## src/design/mrsf_pkg.sv

```systemverilog
package mrsf_pkg;
    // register indices; byte address is four times the index
    localparam logic [5:0] IDX_RETRY_COUNT   = 6'h19;
    localparam logic [5:0] IDX_RETRY_LIMIT   = 6'h2c;
    localparam logic [5:0] IDX_SEED_LOW      = 6'h2d;
    localparam logic [5:0] IDX_SEED_HIGH     = 6'h2e;
    localparam logic [5:0] IDX_MODE          = 6'h30;
    localparam logic [5:0] IDX_IRQ_STATUS    = 6'h31;
    localparam logic [5:0] IDX_IRQ_MASK      = 6'h32;
    localparam logic [5:0] IDX_TRANS_STATUS  = 6'h33;
    // reset values
    localparam logic [7:0] RST_RETRY_LIMIT   = 8'h38;
    localparam logic [7:0] RST_SEED_LOW      = 8'hea;
    localparam logic [7:0] RST_SEED_HIGH     = 8'h42;
    localparam logic [7:0] RST_MODE          = 8'h00;
    localparam logic [3:0] RST_IRQ_MASK      = 4'h0;
    localparam logic [10:0] RST_SEED         = 11'h2ea;
    // field positions
    localparam int FRAME_LIM_LSB = 4;
    localparam int CSMA_LIM_LSB  = 1;
    localparam int SLOT_BIT      = 0;
    localparam int FVN_LSB       = 6;
    localparam int SEED_HI_W     = 3;
    localparam int MODE_TX_BIT   = 0;
    localparam int MODE_RX_BIT   = 1;
    // special values
    localparam logic [2:0] CSMA_IMMEDIATE = 3'h7;
    localparam logic [1:0] FVN_ANY        = 2'h3;
    localparam logic [1:0] ACK_FVN        = 2'h0;
    // interrupt event bits
    localparam int EV_TX_OK   = 0;
    localparam int EV_TX_FAIL = 1;
    localparam int EV_ACK_PND = 2;
    localparam int EV_REJECT  = 3;
    localparam int EV_W       = 4;
    // transaction status codes
    localparam logic [2:0] TS_SUCCESS     = 3'h0;
    localparam logic [2:0] TS_ACK_PENDING = 3'h1;
    localparam logic [2:0] TS_ACCESS_FAIL = 3'h3;
    localparam logic [2:0] TS_NO_ACK      = 3'h5;
    localparam logic [2:0] TS_INVALID     = 3'h7;
    // transmit sequencer states
    typedef enum logic [1:0] {TX_IDLE, TX_CCA, TX_SEND, TX_WACK} mrsf_tx_state_t;
endpackage

```

## src/design/mrsf_lfsr.sv

```systemverilog
`timescale 1ns/1ps
module mrsf_lfsr #(
    parameter int W = 11
) (
    // clock and reset
    input  wire logic         clk,
    input  wire logic         reset_n,
    // seed load
    input  wire logic         load_in,
    input  wire logic [W-1:0] seed_in,
    // random value
    output logic      [W-1:0] rand_out
);
    logic [W-1:0] q_r;   // generator state
    logic [W-1:0] q_nxt; // next state

    // elaboration check: taps fit an 11-bit generator only
    if (W != 11) begin : g_chk
        $error("mrsf_lfsr supports W = 11 only");
    end

    // load seed or step; zero seed would lock up, so force one
    always_comb begin
        if (load_in) begin
            q_nxt = (seed_in == '0) ? W'(1) : seed_in;
        end else begin
            q_nxt = {q_r[W-2:0], q_r[W-1] ^ q_r[W-3]};
        end
    end

    // state register, reset to default seed
    always_ff @(posedge clk or negedge reset_n) begin
        if (!reset_n) begin
            q_r <= 11'h2ea;
        end else begin
            q_r <= q_nxt;
        end
    end

    assign rand_out = q_r;
endmodule // mrsf_lfsr

```

## src/design/mrsf_top.sv

```systemverilog
`timescale 1ns/1ps
module mrsf_top
    import mrsf_pkg::*;
#(
    parameter int SEED_W = 11
) (
    // clock and reset
    input  wire logic        CLK_IN,
    input  wire logic        RESET_N_IN,
    // wishbone slave
    input  wire logic        WB_CYC_IN,
    input  wire logic        WB_STB_IN,
    input  wire logic        WB_WE_IN,
    input  wire logic [7:0]  WB_ADR_IN,
    input  wire logic [3:0]  WB_SEL_IN,
    input  wire logic [31:0] WB_DAT_IN,
    output logic      [31:0] WB_DAT_OUT,
    output logic             WB_ACK_OUT,
    // host trigger pin
    input  wire logic        SLEEP_TX_TRIGGER_PIN_IN,
    // transmit side of the radio
    input  wire logic        TX_REQ_IN,
    input  wire logic        CCA_DONE_IN,
    input  wire logic        CCA_IDLE_IN,
    input  wire logic        TX_DONE_IN,
    input  wire logic        ACK_RCVD_IN,
    input  wire logic        ACK_TIMEOUT_IN,
    input  wire logic        DEEP_WAKE_IN,
    output logic             CCA_START_OUT,
    output logic             TX_START_OUT,
    output logic      [10:0] BACKOFF_RAND_OUT,
    // receive side of the radio
    input  wire logic        RX_DONE_IN,
    input  wire logic [1:0]  RX_VERSION_IN,
    input  wire logic        RX_ACK_REQ_IN,
    output logic             ACK_SEND_OUT,
    output logic      [1:0]  ACK_VERSION_OUT,
    output logic             RX_REJECT_OUT,
    // status and interrupt
    output logic      [2:0]  TRANSACTION_STATUS_OUT,
    output logic             IRQ_OUT
);
    // elaboration check on the seed width
    if (SEED_W != 8 + SEED_HI_W) begin : g_chk
        $error("mrsf_top needs SEED_W = 11");
    end

    // version acceptance, used by filter
    function automatic logic version_ok(input logic [1:0] ver, input logic [1:0] lim);
        version_ok = (lim == FVN_ANY) || (ver <= lim);
    endfunction

    // register file state
    logic [7:0]        limit_r, limit_nxt;     // retry_limit_control
    logic [7:0]        seed_lo_r, seed_lo_nxt; // backoff_seed_low
    logic [7:0]        seed_hi_r, seed_hi_nxt; // ack_filter_seed_high
    logic [7:0]        mode_r, mode_nxt;       // mode enables
    logic [EV_W-1:0]   irq_st_r, irq_st_nxt;   // sticky events
    logic [EV_W-1:0]   irq_mk_r, irq_mk_nxt;   // event mask
    logic              ack_r, ack_nxt;         // bus answer
    logic [31:0]       rdat_r, rdat_nxt;       // read data
    logic              irq_r, irq_nxt;         // interrupt line
    // transaction state
    mrsf_tx_state_t    st_r, st_nxt;           // sequencer state
    logic [3:0]        frm_cnt_r, frm_cnt_nxt; // frame_retry_count
    logic [2:0]        bo_cnt_r, bo_cnt_nxt;   // backoff_retry_count
    logic [3:0]        frm_lim_r, frm_lim_nxt; // latched frame limit
    logic [2:0]        bo_lim_r, bo_lim_nxt;   // latched backoff limit
    logic              pend_r, pend_nxt;       // ack waiting for trigger
    logic [2:0]        ts_r, ts_nxt;           // transaction_status
    logic              cca_go_r, cca_go_nxt;   // start channel access
    logic              tx_go_r, tx_go_nxt;     // start transmit
    logic              ack_go_r, ack_go_nxt;   // send acknowledgement
    logic              rej_r, rej_nxt;         // filter reject
    logic [1:0]        ackv_r, ackv_nxt;       // ack frame version
    logic [10:0]       rnd_r, rnd_nxt;         // sampled backoff random
    // pin synchroniser
    logic [2:0]        pin_sync_r;             // three stages
    logic              pin_lvl_r, pin_lvl_nxt; // agreed pin level
    // other nets
    logic [EV_W-1:0]   ev;                     // events this cycle
    logic [10:0]       rnd;                    // generator output
    logic              trig_rise;              // agreed rising edge
    logic              req;                    // new bus request
    logic [5:0]        idx;                    // register index

    assign req = WB_CYC_IN & WB_STB_IN & ~ack_r;
    assign idx = WB_ADR_IN[7:2];

    // backoff random generator, reloaded at deepest sleep wakeup
    mrsf_lfsr #(
        .W (SEED_W)
    ) u_rand (
        .clk      (CLK_IN),
        .reset_n  (RESET_N_IN),
        .load_in  (DEEP_WAKE_IN),
        .seed_in  ({seed_hi_r[SEED_HI_W-1:0], seed_lo_r}),
        .rand_out (rnd)
    );

    // pin stages; first stage feeds only the second
    always_ff @(posedge CLK_IN or negedge RESET_N_IN) begin
        if (!RESET_N_IN) begin
            pin_sync_r <= 3'h0;
        end else begin
            pin_sync_r <= {pin_sync_r[1:0], SLEEP_TX_TRIGGER_PIN_IN};
        end
    end

    // level changes once stages two and three agree
    always_comb begin
        pin_lvl_nxt = (pin_sync_r[1] == pin_sync_r[2]) ? pin_sync_r[2] : pin_lvl_r;
        trig_rise   = pin_lvl_nxt & ~pin_lvl_r;
    end

    // transaction sequencer and receive acknowledgement control
    always_comb begin
        st_nxt      = st_r;
        frm_cnt_nxt = frm_cnt_r;
        bo_cnt_nxt  = bo_cnt_r;
        frm_lim_nxt = frm_lim_r;
        bo_lim_nxt  = bo_lim_r;
        pend_nxt    = pend_r;
        ts_nxt      = ts_r;
        cca_go_nxt  = 1'b0;
        tx_go_nxt   = 1'b0;
        ack_go_nxt  = 1'b0;
        rej_nxt     = 1'b0;
        ackv_nxt    = ACK_FVN;
        rnd_nxt     = rnd_r;
        ev          = '0;
        unique case (st_r)
            // wait for a transmit request in auto-retry mode
            TX_IDLE: begin
                if (TX_REQ_IN && mode_r[MODE_TX_BIT]) begin
                    // limits latched here only
                    frm_lim_nxt = {1'b0, limit_r[FRAME_LIM_LSB +: 3]};
                    bo_lim_nxt  = limit_r[CSMA_LIM_LSB +: 3];
                    frm_cnt_nxt = 4'h0;
                    bo_cnt_nxt  = 3'h0;
                    if (limit_r[CSMA_LIM_LSB +: 3] == CSMA_IMMEDIATE) begin
                        tx_go_nxt = 1'b1;
                        st_nxt    = TX_SEND;
                    end else begin
                        cca_go_nxt = 1'b1;
                        rnd_nxt    = rnd;
                        st_nxt     = TX_CCA;
                    end
                end
            end
            // channel access with backoff retries
            TX_CCA: begin
                if (CCA_DONE_IN) begin
                    if (CCA_IDLE_IN) begin
                        tx_go_nxt = 1'b1;
                        st_nxt    = TX_SEND;
                    end else if (bo_cnt_r >= bo_lim_r) begin
                        ts_nxt        = TS_ACCESS_FAIL;
                        ev[EV_TX_FAIL] = 1'b1;
                        st_nxt        = TX_IDLE;
                    end else begin
                        bo_cnt_nxt = 3'(bo_cnt_r + 3'h1);
                        cca_go_nxt = 1'b1;
                        rnd_nxt    = rnd;
                    end
                end
            end
            // frame on air
            TX_SEND: begin
                if (TX_DONE_IN) begin
                    st_nxt = TX_WACK;
                end
            end
            // wait for acknowledgement, retry on timeout below the frame limit unless in immediate mode
            TX_WACK: begin
                if (ACK_RCVD_IN) begin
                    ts_nxt       = TS_SUCCESS;
                    ev[EV_TX_OK] = 1'b1;
                    st_nxt       = TX_IDLE;
                end else if (ACK_TIMEOUT_IN) begin
                    if (bo_lim_r == CSMA_IMMEDIATE || frm_cnt_r >= frm_lim_r) begin
                        ts_nxt         = TS_NO_ACK;
                        ev[EV_TX_FAIL] = 1'b1;
                        st_nxt         = TX_IDLE;
                    end else begin
                        frm_cnt_nxt = 4'(frm_cnt_r + 4'h1);
                        bo_cnt_nxt  = 3'h0;
                        cca_go_nxt  = 1'b1;
                        rnd_nxt     = rnd;
                        st_nxt      = TX_CCA;
                    end
                end
            end
        endcase
        // received frame in auto-ack mode
        if (RX_DONE_IN && mode_r[MODE_RX_BIT]) begin
            if (!version_ok(RX_VERSION_IN, seed_hi_r[FVN_LSB +: 2])) begin
                rej_nxt        = 1'b1;
                ev[EV_REJECT]  = 1'b1;
            end else if (RX_ACK_REQ_IN) begin
                if (limit_r[SLOT_BIT]) begin
                    pend_nxt       = 1'b1;
                    ev[EV_ACK_PND] = 1'b1;
                end else begin
                    ack_go_nxt = 1'b1;
                end
            end
        end else if (pend_r && trig_rise) begin
            ack_go_nxt = 1'b1;
            pend_nxt   = 1'b0;
            ts_nxt     = TS_SUCCESS;
        end
        // pending code shown while waiting for trigger
        if (pend_nxt) begin
            ts_nxt = TS_ACK_PENDING;
        end
    end

    // sequencer registers
    always_ff @(posedge CLK_IN or negedge RESET_N_IN) begin
        if (!RESET_N_IN) begin
            st_r      <= TX_IDLE;
            frm_cnt_r <= 4'h0;
            bo_cnt_r  <= 3'h0;
            frm_lim_r <= 4'h3;
            bo_lim_r  <= 3'h4;
            pend_r    <= 1'b0;
            ts_r      <= TS_INVALID;
            cca_go_r  <= 1'b0;
            tx_go_r   <= 1'b0;
            ack_go_r  <= 1'b0;
            rej_r     <= 1'b0;
            ackv_r    <= ACK_FVN;
            rnd_r     <= 11'h000;
            pin_lvl_r <= 1'b0;
        end else begin
            st_r      <= st_nxt;
            frm_cnt_r <= frm_cnt_nxt;
            bo_cnt_r  <= bo_cnt_nxt;
            frm_lim_r <= frm_lim_nxt;
            bo_lim_r  <= bo_lim_nxt;
            pend_r    <= pend_nxt;
            ts_r      <= ts_nxt;
            cca_go_r  <= cca_go_nxt;
            tx_go_r   <= tx_go_nxt;
            ack_go_r  <= ack_go_nxt;
            rej_r     <= rej_nxt;
            ackv_r    <= ackv_nxt;
            rnd_r     <= rnd_nxt;
            pin_lvl_r <= pin_lvl_nxt;
        end
    end

    // bus slave: one-cycle answer, writes on lane 0
    always_comb begin
        limit_nxt   = limit_r;
        seed_lo_nxt = seed_lo_r;
        seed_hi_nxt = seed_hi_r;
        mode_nxt    = mode_r;
        irq_mk_nxt  = irq_mk_r;
        irq_st_nxt  = irq_st_r;
        ack_nxt     = req;
        rdat_nxt    = rdat_r;
        if (req && !WB_WE_IN) begin
            // read mux; unmapped reads as zero
            rdat_nxt = 32'h0000_0000;
            unique case (idx)
                IDX_RETRY_COUNT:  rdat_nxt[7:0] = {frm_cnt_r, bo_cnt_r, 1'b0};
                IDX_RETRY_LIMIT:  rdat_nxt[7:0] = limit_r;
                IDX_SEED_LOW:     rdat_nxt[7:0] = seed_lo_r;
                IDX_SEED_HIGH:    rdat_nxt[7:0] = seed_hi_r;
                IDX_MODE:         rdat_nxt[7:0] = mode_r;
                IDX_IRQ_STATUS:   rdat_nxt[EV_W-1:0] = irq_st_r;
                IDX_IRQ_MASK:     rdat_nxt[EV_W-1:0] = irq_mk_r;
                IDX_TRANS_STATUS: rdat_nxt[2:0] = ts_r;
                default:          rdat_nxt = 32'h0000_0000;
            endcase
            // reading status clears it
            if (idx == IDX_IRQ_STATUS) begin
                irq_st_nxt = '0;
            end
        end
        if (req && WB_WE_IN && WB_SEL_IN[0]) begin
            // writes land in shadow; sequencer latches at start
            unique case (idx)
                IDX_RETRY_LIMIT: limit_nxt   = WB_DAT_IN[7:0];
                IDX_SEED_LOW:    seed_lo_nxt = WB_DAT_IN[7:0];
                IDX_SEED_HIGH:   seed_hi_nxt = WB_DAT_IN[7:0];
                IDX_MODE:        mode_nxt    = WB_DAT_IN[7:0];
                IDX_IRQ_MASK:    irq_mk_nxt  = WB_DAT_IN[EV_W-1:0];
                default:         limit_nxt   = limit_r;
            endcase
        end
        // new events win over a clearing read
        irq_st_nxt = irq_st_nxt | ev;
        irq_nxt    = |(irq_st_nxt & irq_mk_nxt);
    end

    // register file flops
    always_ff @(posedge CLK_IN or negedge RESET_N_IN) begin
        if (!RESET_N_IN) begin
            limit_r   <= RST_RETRY_LIMIT;
            seed_lo_r <= RST_SEED_LOW;
            seed_hi_r <= RST_SEED_HIGH;
            mode_r    <= RST_MODE;
            irq_st_r  <= '0;
            irq_mk_r  <= RST_IRQ_MASK;
            ack_r     <= 1'b0;
            rdat_r    <= 32'h0000_0000;
            irq_r     <= 1'b0;
        end else begin
            limit_r   <= limit_nxt;
            seed_lo_r <= seed_lo_nxt;
            seed_hi_r <= seed_hi_nxt;
            mode_r    <= mode_nxt;
            irq_st_r  <= irq_st_nxt;
            irq_mk_r  <= irq_mk_nxt;
            ack_r     <= ack_nxt;
            rdat_r    <= rdat_nxt;
            irq_r     <= irq_nxt;
        end
    end

    // outputs straight from flops
    assign WB_DAT_OUT             = rdat_r;
    assign WB_ACK_OUT             = ack_r;
    assign CCA_START_OUT          = cca_go_r;
    assign TX_START_OUT           = tx_go_r;
    assign BACKOFF_RAND_OUT       = rnd_r;
    assign ACK_SEND_OUT           = ack_go_r;
    assign ACK_VERSION_OUT        = ackv_r;
    assign RX_REJECT_OUT          = rej_r;
    assign TRANSACTION_STATUS_OUT = ts_r;
    assign IRQ_OUT                = irq_r;
endmodule // mrsf_top

```

## config.mk

```make
export PLATFORM = sky130hd
export DESIGN_NAME = mrsf_top
export DESIGN_NICKNAME = d
export VERILOG_FILES = /design/src/design/mrsf_pkg.sv /design/src/design/mrsf_lfsr.sv /design/src/design/mrsf_top.sv
export SDC_FILE = /design/constraint.sdc
export NUM_CORES = 1
export LEC_CHECK = 0
export BUFFER_PORTS_ARGS = -buffer_cell sky130_fd_sc_hd__buf_2
export CAP_MARGIN = 10
export CELL_PAD_IN_SITES_DETAIL_PLACEMENT = 1
export CELL_PAD_IN_SITES_GLOBAL_PLACEMENT = 1
export CORE_MARGIN = 2
export CORE_UTILIZATION = 42
export DETAILED_ROUTE_END_ITERATION = 7
export HOLD_SLACK_MARGIN = 0.02
export PLACE_DENSITY = 0.85
export SYNTH_ARGS = -nofsm -noshare
export SYNTH_HDL_FRONTEND = slang
export SYNTH_SLANG_ARGS = --single-unit
export TNS_END_PERCENT = 50
```

## constraint.sdc

```tcl
create_clock -name CLK_IN -period 2.9 [get_ports CLK_IN]
set_input_delay 0.435 -clock CLK_IN [delete_from_list [all_inputs] [get_ports CLK_IN]]
set_output_delay 0.435 -clock CLK_IN [all_outputs]
set_load 0.005 [all_outputs]
```

==> flow_summary.json, run 1 <==
{
  "r2r_start": "frm_cnt_r[0]$_DFFE_PN0P_",
  "ys_warn_count": 0,
  "rr_endpoint": "IRQ_OUT$_DFF_PN0_",
  "cp_max_fo": 6,
  "rr_worst_depth": 8,
  "start_util_pct": 43.6,
  "wirelength_microns": 11500,
  "hp-class": "in2async",
  "fp.dieW_microns": 111,
  "cts.repair.resized": 0,
  "vdd_drop_max_v": 0.000375,
  "fp-row-count": 38,
  "root_buffer": "clkbuf_16",
  "first_global_vias": 3526,
  "drt_iter0_markers": 186,
  "slew_violations": 0,
  "clock_latency_ns": 0.34,
  "utilization_pct": 49.3,
  "power.density_nw_per_um2": 642,
  "synth_edf_count": 0,
  "postSynthCellCount": 392,
  "routabilityCongestion": 0.873,
  "clock_skew_ns": 0.00741,
  "ys_seq_area_share_pct": 52.3,
  "rrSetupSlack_ns": 0.58,
  "place_inst": 582,
  "grtUsageTotal_pct": 19.4,
  "grt_max_degree": 56,
  "wire_per_inst_microns": 19.2,
  "finalNetCount": 524,
  "synth-seq-cells": 99,
  "dr.pass1.iters": 4,
  "syn_avg_cell_area_sq_um": 12.2,
  "n_antenna_cell": 0,
  "htreeDepth": 3,
  "postRouteAntennaNets": 0,
  "slew_headroom_pct": 60.4,
  "cap_violations": 0,
  "drive_above_1_share_pct": 37.6,
  "postCtsSetupBuffers": 0,
  "layout_commonest_cell": "dfrtp_1",
  "cts_hold_buf": 0,
  "leakage_uw": 0.00264,
  "final_cell_mix": "dfrtp_1 (77), buf_2 (58), mux2_2 (55)",
  "ys_types": 53,
  "hpwlAfterDp_microns": 8210,
  "numCtsBuffers": 9,
  "clockBufferDepth": 2,
  "start_kind": "register",
  "cp-end-kind": "register",
  "synthArstFlopShare_pct": 100,
  "worst_pin_slew_ns": 0.594,
  "cp_data_arrival_time_ns": 2.53,
  "hold_viol_final": 0,
  "cts.reportedPaths.clkPinSlew_ns": 0.07,
  "worstSetupPathType": "reg2reg",
  "coreArea_sq_um": 11000,
  "clkSinkCount": 99,
  "grt-ovfl-total": 0,
  "fin_crit_sh_pct": 80.1,
  "die_y_microns": 111,
  "cts_tree": "done",
  "io_pins": 115,
  "rsz0062_at_grt": "false",
  "port-buffer-count": 59,
  "dr_total_vias": 3236,
  "outcome": "finished, final reports clean",
  "max_freq_ghz": 0.431,
  "final_cell_count_no_fill": 598,
  "fin_crit_ns": 2.32,
  "dieArea_sq_um": 12300,
  "grt_pass1_wl_microns": 18700,
  "synth.cell_area_sq_um": 4790,
  "syn2layout_area_growth_pct": 13.2,
  "setup_tns_ns": 0,
  "antenna_found_initial": 0,
  "cp.required_ns": 3.11,
  "synthFlopType": "dfrtp_1",
  "post_drt_via_cell_ratio": 5.41,
  "finalSetupViolCount": 0,
  "drc": 0
}
per-stage QoR:
step / setup WS (ns) / hold slack [ns] / total power [uW] / instance area (sq um)
after floorplan: 0.885 / 0.139 / 2120 / 4880
after global placement: 0.606 / 0.343 / 2310 / 5130
after detailed placement: 0.517 / 0.346 / 2360 / 5130
after CTS: 0.552 / 0.120 / 3510 / 5420
after global routing: 0.426 / 0.137 / 3660 / 5420
final: 0.578 / 0.100 / 3480 / 5420
worst max-delay path, cell delays in order (launching register included):
cell and delay, ns:
dfrtp_1 0.43, inv_1 0.07, ha_1 0.28, nand2b_1 0.14, a21oi_1 0.23, o21ai_0 0.23, a22oi_1 0.30, nand2_1 0.12
a221o_1 0.39
cells by family (layout without fill, tap and decap cells):
| kind of cell | count (synthesis) | after routing | synth area share, % |
|---|---|---|---|
| flops | 99 | 99 | 52.3 |
| simple gates | 84 | 84 | 10.7 |
| mux | 71 | 71 | 17.1 |
| compound gates | 70 | 70 | 9.75 |
| buf+inv | 54 | 95 | 6.85 |
| fa+ha+maj | 11 | 11 | 2.82 |
| xor+xnor | 2 | 2 | 0.366 |
| other cells | 1 | 26 | 0.0784 |
flip-flops by register name (all words and copies together) (netlist names), 2 cells and up:
name / flops
irq_st_r: 4
TRANSACTION_STATUS_OUT: 3
seed_lo_r: 8
mode_r: 8
limit_r: 8
seed_hi_r: 8
bo_lim_r: 3
u_rand.rand_out: 11
BACKOFF_RAND_OUT: 11
st_r: 2
frm_lim_r: 3
frm_cnt_r: 4
WB_DAT_OUT: 8
pin_sync_r: 3
irq_mk_r: 4
bo_cnt_r: 3
Yosys cell counts (2+ instances only):
cell,count,area (sq um)
inv_1,14,52.6
nor4_1,2,12.5
clkbuf_1,2,7.51
a222oi_1,4,40.0
a22oi_1,6,45.0
nand3_1,7,35.0
a21o_1,4,30.0
nor2_1,19,71.3
dfrtp_1,77,1930
and2b_1,3,22.5
mux2_1,2,22.5
and4bb_4,2,32.5
nand2_1,28,105
a31oi_1,9,56.3
a21oi_1,11,55.1
mux2_2,55,619
a32o_1,2,20.0
buf_2,4,20.0
mux4_2,3,67.6
buf_4,32,240
mux2i_1,11,110
nor3b_4,2,37.5
nor3b_2,2,25.0
buf_1,2,7.51
nor2b_1,2,12.5
ha_1,10,125
nand2b_1,5,31.3
nand3b_1,5,37.5
o21ai_0,22,110
dfstp_2,22,578
per-layer routing:
metal	vias to the layer above	part of all wire, %	GRT usage (%)
met3	19	4.7	3.44
met4	0	2.1	7.83
met1	1643	42	24.4
met2	100	51	33.0
met5	-	0	0
li1	1474	-	-
report_power, final:
part	switching [uW]	internal, uW	total (uW)
logic	325	297	622
registers	155	1570	1720
clock network	507	626	1130
how the worst max path moves through the flow:
| stage | slack [ns] | from | endpoint |
|---|---|---|---|
| after CTS | 0.55 | frm_cnt_r[0]$_DFFE_PN0P_ | IRQ_OUT$_DFF_PN0_ |
| after global routing | 0.43 | frm_cnt_r[0]$_DFFE_PN0P_ | IRQ_OUT$_DFF_PN0_ |
| after global placement | 0.61 | RX_VERSION_IN[1] | ACK_SEND_OUT$_DFF_PN0_ |
| after detailed placement | 0.52 | WB_ADR_IN[6] | seed_hi_r[3]$_DFFE_PN0P_ |
| final | 0.58 | frm_cnt_r[0]$_DFFE_PN0P_ | IRQ_OUT$_DFF_PN0_ |
| after floorplan | 0.89 | bo_cnt_r[0]$_DFFE_PN0P_ | BACKOFF_RAND_OUT[1]$_DFFE_PN0P_ |
layout make-up:
type | count | area, sq um
clock inverter | 4 | 25.0
tap | 140 | 175
fill | 1168 | 5570
inverter | 14 | 52.6
sequential | 99 | 2500
timing repair buffer | 65 | 355
clock buffer | 12 | 256
multi-input combinational | 264 | 2050
(Power assumes the default switching activity.)
==> run 2, diff against run 1 <==
Clock period 2.9 ns to 2.21 ns, I/O delays scaled along.
==> flow_summary.json, run 2 (synthesis results as in run 1) <==
{
  "outcome": "finished, final reports clean",
  "coreArea_sq_um": 11000,
  "syn2layout_area_growth_pct": 18.0,
  "drive_above_1_share_pct": 40.3,
  "port-buffer-count": 59,
  "finalSetupViolCount": 0,
  "final_cell_mix": "dfrtp_1 (77), buf_2 (58), mux2_2 (55)",
  "drc": 0,
  "slew_headroom_pct": 58.3,
  "cap_violations": 0,
  "hp-class": "in2reg",
  "grt_pass1_wl_microns": 20800,
  "start_util_pct": 43.6,
  "cts.reportedPaths.clkPinSlew_ns": 0.07,
  "place_area_sq_um": 5250,
  "num-fill-cells": 1158,
  "clockBufferDepth": 2,
  "clock_skew_ns": 0.00623,
  "rsz0062_at_grt": "false",
  "final_area_sq_um": 5650,
  "clkSinkCount": 99,
  "cp.required_ns": 2.44,
  "root_buffer": "clkbuf_16",
  "hpwlAfterDp_microns": 8810,
  "slew_violations": 0,
  "n_antenna_cell": 0,
  "clock_latency_ns": 0.35,
  "fin_crit_ns": 2.14,
  "grt-ovfl-total": 0,
  "utilization_pct": 51.4,
  "vdd_drop_max_v": 0.000493,
  "routabilityCongestion": 0.850,
  "total_power_uw": 5140,
  "worstSetupPathType": "reg2reg",
  "io_pins": 115,
  "antenna_found_initial": 0,
  "htreeDepth": 3,
  "fin_crit_sh_pct": 97.0,
  "die_y_microns": 111,
  "grtUsageTotal_pct": 21.7,
  "wirelength_microns": 12900,
  "grt_max_degree": 61,
  "numCtsBuffers": 9,
  "wire_per_inst_microns": 21.0,
  "postRouteAntennaNets": 0,
  "drt_iter0_markers": 260,
  "cp_max_fo": 4,
  "cts_tree": "done",
  "fp-row-count": 38,
  "hold_slack_ns": 0.0903,
  "fp.dieW_microns": 111,
  "worst_pin_slew_ns": 0.622,
  "layout_commonest_cell": "dfrtp_1",
  "first_global_vias": 3786,
  "setup_tns_ns": 0,
  "finalNetCount": 540,
  "max_freq_ghz": 0.467,
  "post_drt_via_cell_ratio": 5.55,
  "power.density_nw_per_um2": 910,
  "dieArea_sq_um": 12300,
  "leakage_uw": 0.00277,
  "hold_viol_final": 0,
  "start_kind": "register",
  "cp_data_arrival_time_ns": 2.38,
  "dr.pass1.iters": 5,
  "cp-end-kind": "register",
  "dr_total_vias": 3407
}
run 2: changes by cell type in the layout (fill, tap and decap cells not counted), sizes merged:
cell	previous run	this run
buf	65	80
bufinv	0	4
clkbuf	12	9
clkinvlp	2	0
dlygate4sd3	0	1
inv	14	15
run 2: power by group:
group          switching [uW]  internal (uW)
Combinational             511            458
Sequential                182           2050
Clock                     713           1220
run 2: worst paths after layout:
| path | startpoint | endpoint | slack (ns) | depth (start not counted) |
|---|---|---|---|---|
| min | SLEEP_TX_TRIGGER_PIN_IN | pin_sync_r[0]$_DFF_PN0_ | 0.09 | 1 |
| max | bo_cnt_r[0]$_DFFE_PN0P_ | bo_cnt_r[1]$_DFFE_PN0P_ | 0.07 | 7 |
| max in group asynchronous | RESET_N_IN | limit_r[3]$_DFFE_PN1P_ | 1.21 | 3 |
| min in group asynchronous | RESET_N_IN | WB_DAT_OUT[0]$_DFFE_PN0P_ | 0.35 | 2 |
| max reg2reg | bo_cnt_r[0]$_DFFE_PN0P_ | bo_cnt_r[1]$_DFFE_PN0P_ | 0.07 | 7 |
| min reg2reg | pin_sync_r[0]$_DFF_PN0_ | pin_sync_r[1]$_DFF_PN0_ | 0.36 | 0 |
run 2: worst max-delay path: stages (launching register included):
cell,delay [ns]
dfrtp_1,0.35
inv_1,0.06
ha_1,0.28
nand2b_1,0.14
a21o_1,0.20
a211oi_1,0.54
o2bb2ai_1,0.23
a32o_1,0.24
run 2: stage by stage:
step	std cells	setup WS (ns)
floorplan	417	0.195
global placement	596	0.0937
detailed placement	596	0.0523
finish	614	0.0666
CTS	613	0.00344
global route	614	0.000880
run 2: what timing repair did:
item | in CTS | in global routing
pin swaps | 0 | 1
setup buffers | 0 | 1
gates resized for setup | 1 | 4
endpoints found under the hold margin | 8 | 0
hold buffers | 1 | 0
setup endpoints to repair | 1 | 14
run 2: cell type report:
| class | instances | area [sq um] | area share (%) |
|---|---|---|---|
| Clock inverter | 7 | 139 | 2.46 |
| Multi-Input combinational cell | 264 | 2060 | 36.5 |
| Timing Repair Buffer | 81 | 490 | 8.68 |
| Clock buffer | 9 | 225 | 3.99 |
| Inverter | 14 | 52.6 | 0.930 |
| Tap cell | 140 | 175 | 3.10 |
| Sequential cell | 99 | 2500 | 44.4 |
run 2: routing by layer:
metal  track usage [%]  routed length (microns)  vias up
li1                  -                        -     1512
met1              26.5                     5350     1760
met2              38.3                     6660      110
met3              4.32                      634       25
met4              7.08                      260        0
met5                 0                        0        -
==> run 3, diff against run 2 <==
Settings changed: CORE_UTILIZATION 42 to 40, PLACE_DENSITY 0.85 to 0.82, SYNTH_HIERARCHICAL from default to 1.
==> flow_summary.json, run 3 <==
{
  "start_util_pct": 40.6,
  "die_y_microns": 114,
  "use_met1_pct": 26.2,
  "htreeDepth": 3,
  "synth-seq-cells": 99,
  "yosysMostFrequentCell": "dfrtp_1",
  "worstSetupPathType": "reg2reg",
  "ys_types": 60,
  "grtUsageTotal_pct": 21.1,
  "power.density_nw_per_um2": 868,
  "final_cell_mix": "dfrtp_1 (77), buf_2 (58), mux2_1 (43)",
  "postRouteAntennaNets": 0,
  "cp_top_family": "simple AND/OR/NAND/NOR gates",
  "drc": 0,
  "wirelength_microns": 13000,
  "grt_pass1_wl_microns": 20700,
  "dieArea_sq_um": 13100,
  "hpwlAfterDp_microns": 9320,
  "worst_pin_slew_ns": 0.527,
  "synth_commonest_cells": "dfrtp_1 (77), mux2_1 (43), nand2_1 (28), nor2_1 (28), buf_4 (27)",
  "drive_above_1_share_pct": 33.4,
  "synthArstFlopShare_pct": 100,
  "hold_viol_final": 0,
  "syn_avg_cell_area_sq_um": 11.9,
  "clockBufferDepth": 2,
  "dr.pass1.iters": 4,
  "slew_headroom_pct": 64.8,
  "synth.cell_area_sq_um": 4860,
  "fp-row-count": 40,
  "clock_latency_ns": 0.35,
  "synth_top_cell_by_area": "dfrtp_1",
  "cp-end-kind": "register",
  "antenna_found_initial": 0,
  "cp_max_fo": 6,
  "routabilityCongestion": 0.824,
  "fp.dieW_microns": 114,
  "grt_max_degree": 46,
  "cts.reportedPaths.clkPinSlew_ns": 0.06,
  "numCtsBuffers": 9,
  "synthTopCellsByArea": "dfrtp_1 (40%), dfstp_2 (12%), mux2_1 (10%)",
  "finalNetCount": 563,
  "postSynthCellCount": 407,
  "final.setup.worst_slack_ns": 0.0198,
  "start_kind": "register",
  "wire_per_inst_microns": 20.2,
  "grt-busiest-layer": "met2",
  "slowest_delay_ns": 0.42,
  "critPathBufInv": 2,
  "io_pins": 115,
  "syn2layout_area_growth_pct": 18.4,
  "hp-class": "in2reg",
  "cap_violations": 0,
  "ys_warn_count": 6,
  "cp_cell_sequence": "ha_1 > nand2b_1 > a21o_1 > a21oi_4 > nand4_1 > buf_6 > buf_4 > or3_4 > a21oi_2",
  "clock_skew_ns": 0.00783,
  "post_drt_via_cell_ratio": 5.40,
  "max_freq_ghz": 0.457,
  "synthFlopType": "dfrtp_1",
  "first_global_vias": 3789,
  "coreArea_sq_um": 12000,
  "vdd_drop_max_v": 0.000553,
  "cp_data_arrival_time_ns": 2.46,
  "fin_crit_ns": 2.19,
  "layout_commonest_cell": "dfrtp_1",
  "grt-ovfl-total": 0,
  "clkSinkCount": 99,
  "grtUsageMet3_pct": 4.55,
  "root_buffer": "clkbuf_16",
  "n_antenna_cell": 0,
  "hold_slack_ns": 0.0911,
  "num-fill-cells": 1283,
  "total_power_uw": 5000,
  "post-place-ws_ns": -0.0658,
  "dr_total_vias": 3479,
  "outcome": "finished, final reports clean",
  "ys_seq_area_share_pct": 51.5,
  "place_area_sq_um": 5340,
  "final_area_sq_um": 5760,
  "synth_top_area_share_pct": 39.6,
  "cp.required_ns": 2.48,
  "rrSetupSlack_ns": 0.02,
  "leakage_uw": 0.00286,
  "fin_crit_sh_pct": 99.1,
  "grt_util_met2_pct": 35.5,
  "drt_iter0_markers": 170,
  "slew_violations": 0,
  "setup_tns_ns": 0,
  "finalSetupViolCount": 0,
  "slowest_stage": "dfrtp_1",
  "port-buffer-count": 59,
  "synth_edf_count": 0,
  "cts_tree": "done"
}
## run 3: cell count changes in the layout (fill, tap and decap cells not counted), sizes merged, moves of 4 or more
cell	change
a21oi	+11
a221oi	+5
a31oi	-9
buf	+7
mux2i	-6
nand3b	-5
nor2	+9
nor2b	+5
nor3	+5
o211ai	+4
## run 3: timing repair
| action | in CTS | in global routing |
|---|---|---|
| gates cloned | 1 | 0 |
| resized for setup | 2 | 7 |
| setup endpoints to repair | 12 | 13 |
| pin swaps | 5 | 6 |
| endpoints found under the hold margin | 22 | 0 |
| hold buffers | 1 | 0 |
| buffers inserted | 1 | 3 |
## run 3: cells by family (layout without fill, tap and decap cells)
family                     after synthesis  in the layout  synth area share, %
adders and majority gates               11             11                 2.78
AOI/OAI and AO/OA                       72             73                 10.1
muxes                                   64             64                 15.9
DFF                                     99             99                 51.5
and+or+nand+nor                        102            102                 11.9
buffers and inverters                   56            120                 7.31
xor gates and xnor gates                 2              2                0.360
other                                    1             26               0.0771
## run 3: metrics by stage
stage / instances / util, %
2_1_floorplan: 432 / -
3_3_place_gp: 622 / 44.6
3_5_place_dp: 622 / 44.6
4_1_cts: 641 / 47.6
5_1_grt: 644 / 48.1
6_report: 644 / 48.1
## run 3: worst paths after layout
path | endpoint | startpoint | cells past startpoint
max | bo_cnt_r[2]$_DFFE_PN0P_ | bo_lim_r[0]$_DFFE_PN0P_ | 9
min | pin_sync_r[0]$_DFF_PN0_ | SLEEP_TX_TRIGGER_PIN_IN | 1
max reg2reg | bo_cnt_r[2]$_DFFE_PN0P_ | bo_lim_r[0]$_DFFE_PN0P_ | 9
min reg2reg | pin_sync_r[1]$_DFF_PN0_ | pin_sync_r[0]$_DFF_PN0_ | 0
max in group asynchronous | TRANSACTION_STATUS_OUT[1]$_DFF_PN1_ | RESET_N_IN | 3
min in group asynchronous | BACKOFF_RAND_OUT[3]$_DFFE_PN0P_ | RESET_N_IN | 2
## run 3: layer usage
metal,wire (microns),part of all wire [%],up-vias
li1,-,-,1566
met1,5370,41,1780
met2,6620,51,110
met3,714,5.5,23
met4,322,2.5,0
met5,0,0,-
## run 3: power breakdown
| part | switching, uW | internal (uW) | total [uW] | leakage, uW |
|---|---|---|---|---|
| combinational | 612 | 511 | 1120 | 0.00147 |
| clock | 689 | 948 | 1640 | 0.000153 |
| sequential | 165 | 2070 | 2240 | 0.00124 |
## run 3: layout make-up
class | count | area, sq um | area share (%)
Clock buffer | 12 | 256 | 4.45
Sequential cell | 99 | 2500 | 43.5
Timing Repair Buffer | 88 | 534 | 9.28
Inverter | 16 | 60.1 | 1.04
Tap cell | 147 | 184 | 3.19
Clock inverter | 4 | 56.3 | 0.978
Multi-Input combinational cell | 278 | 2160 | 37.5
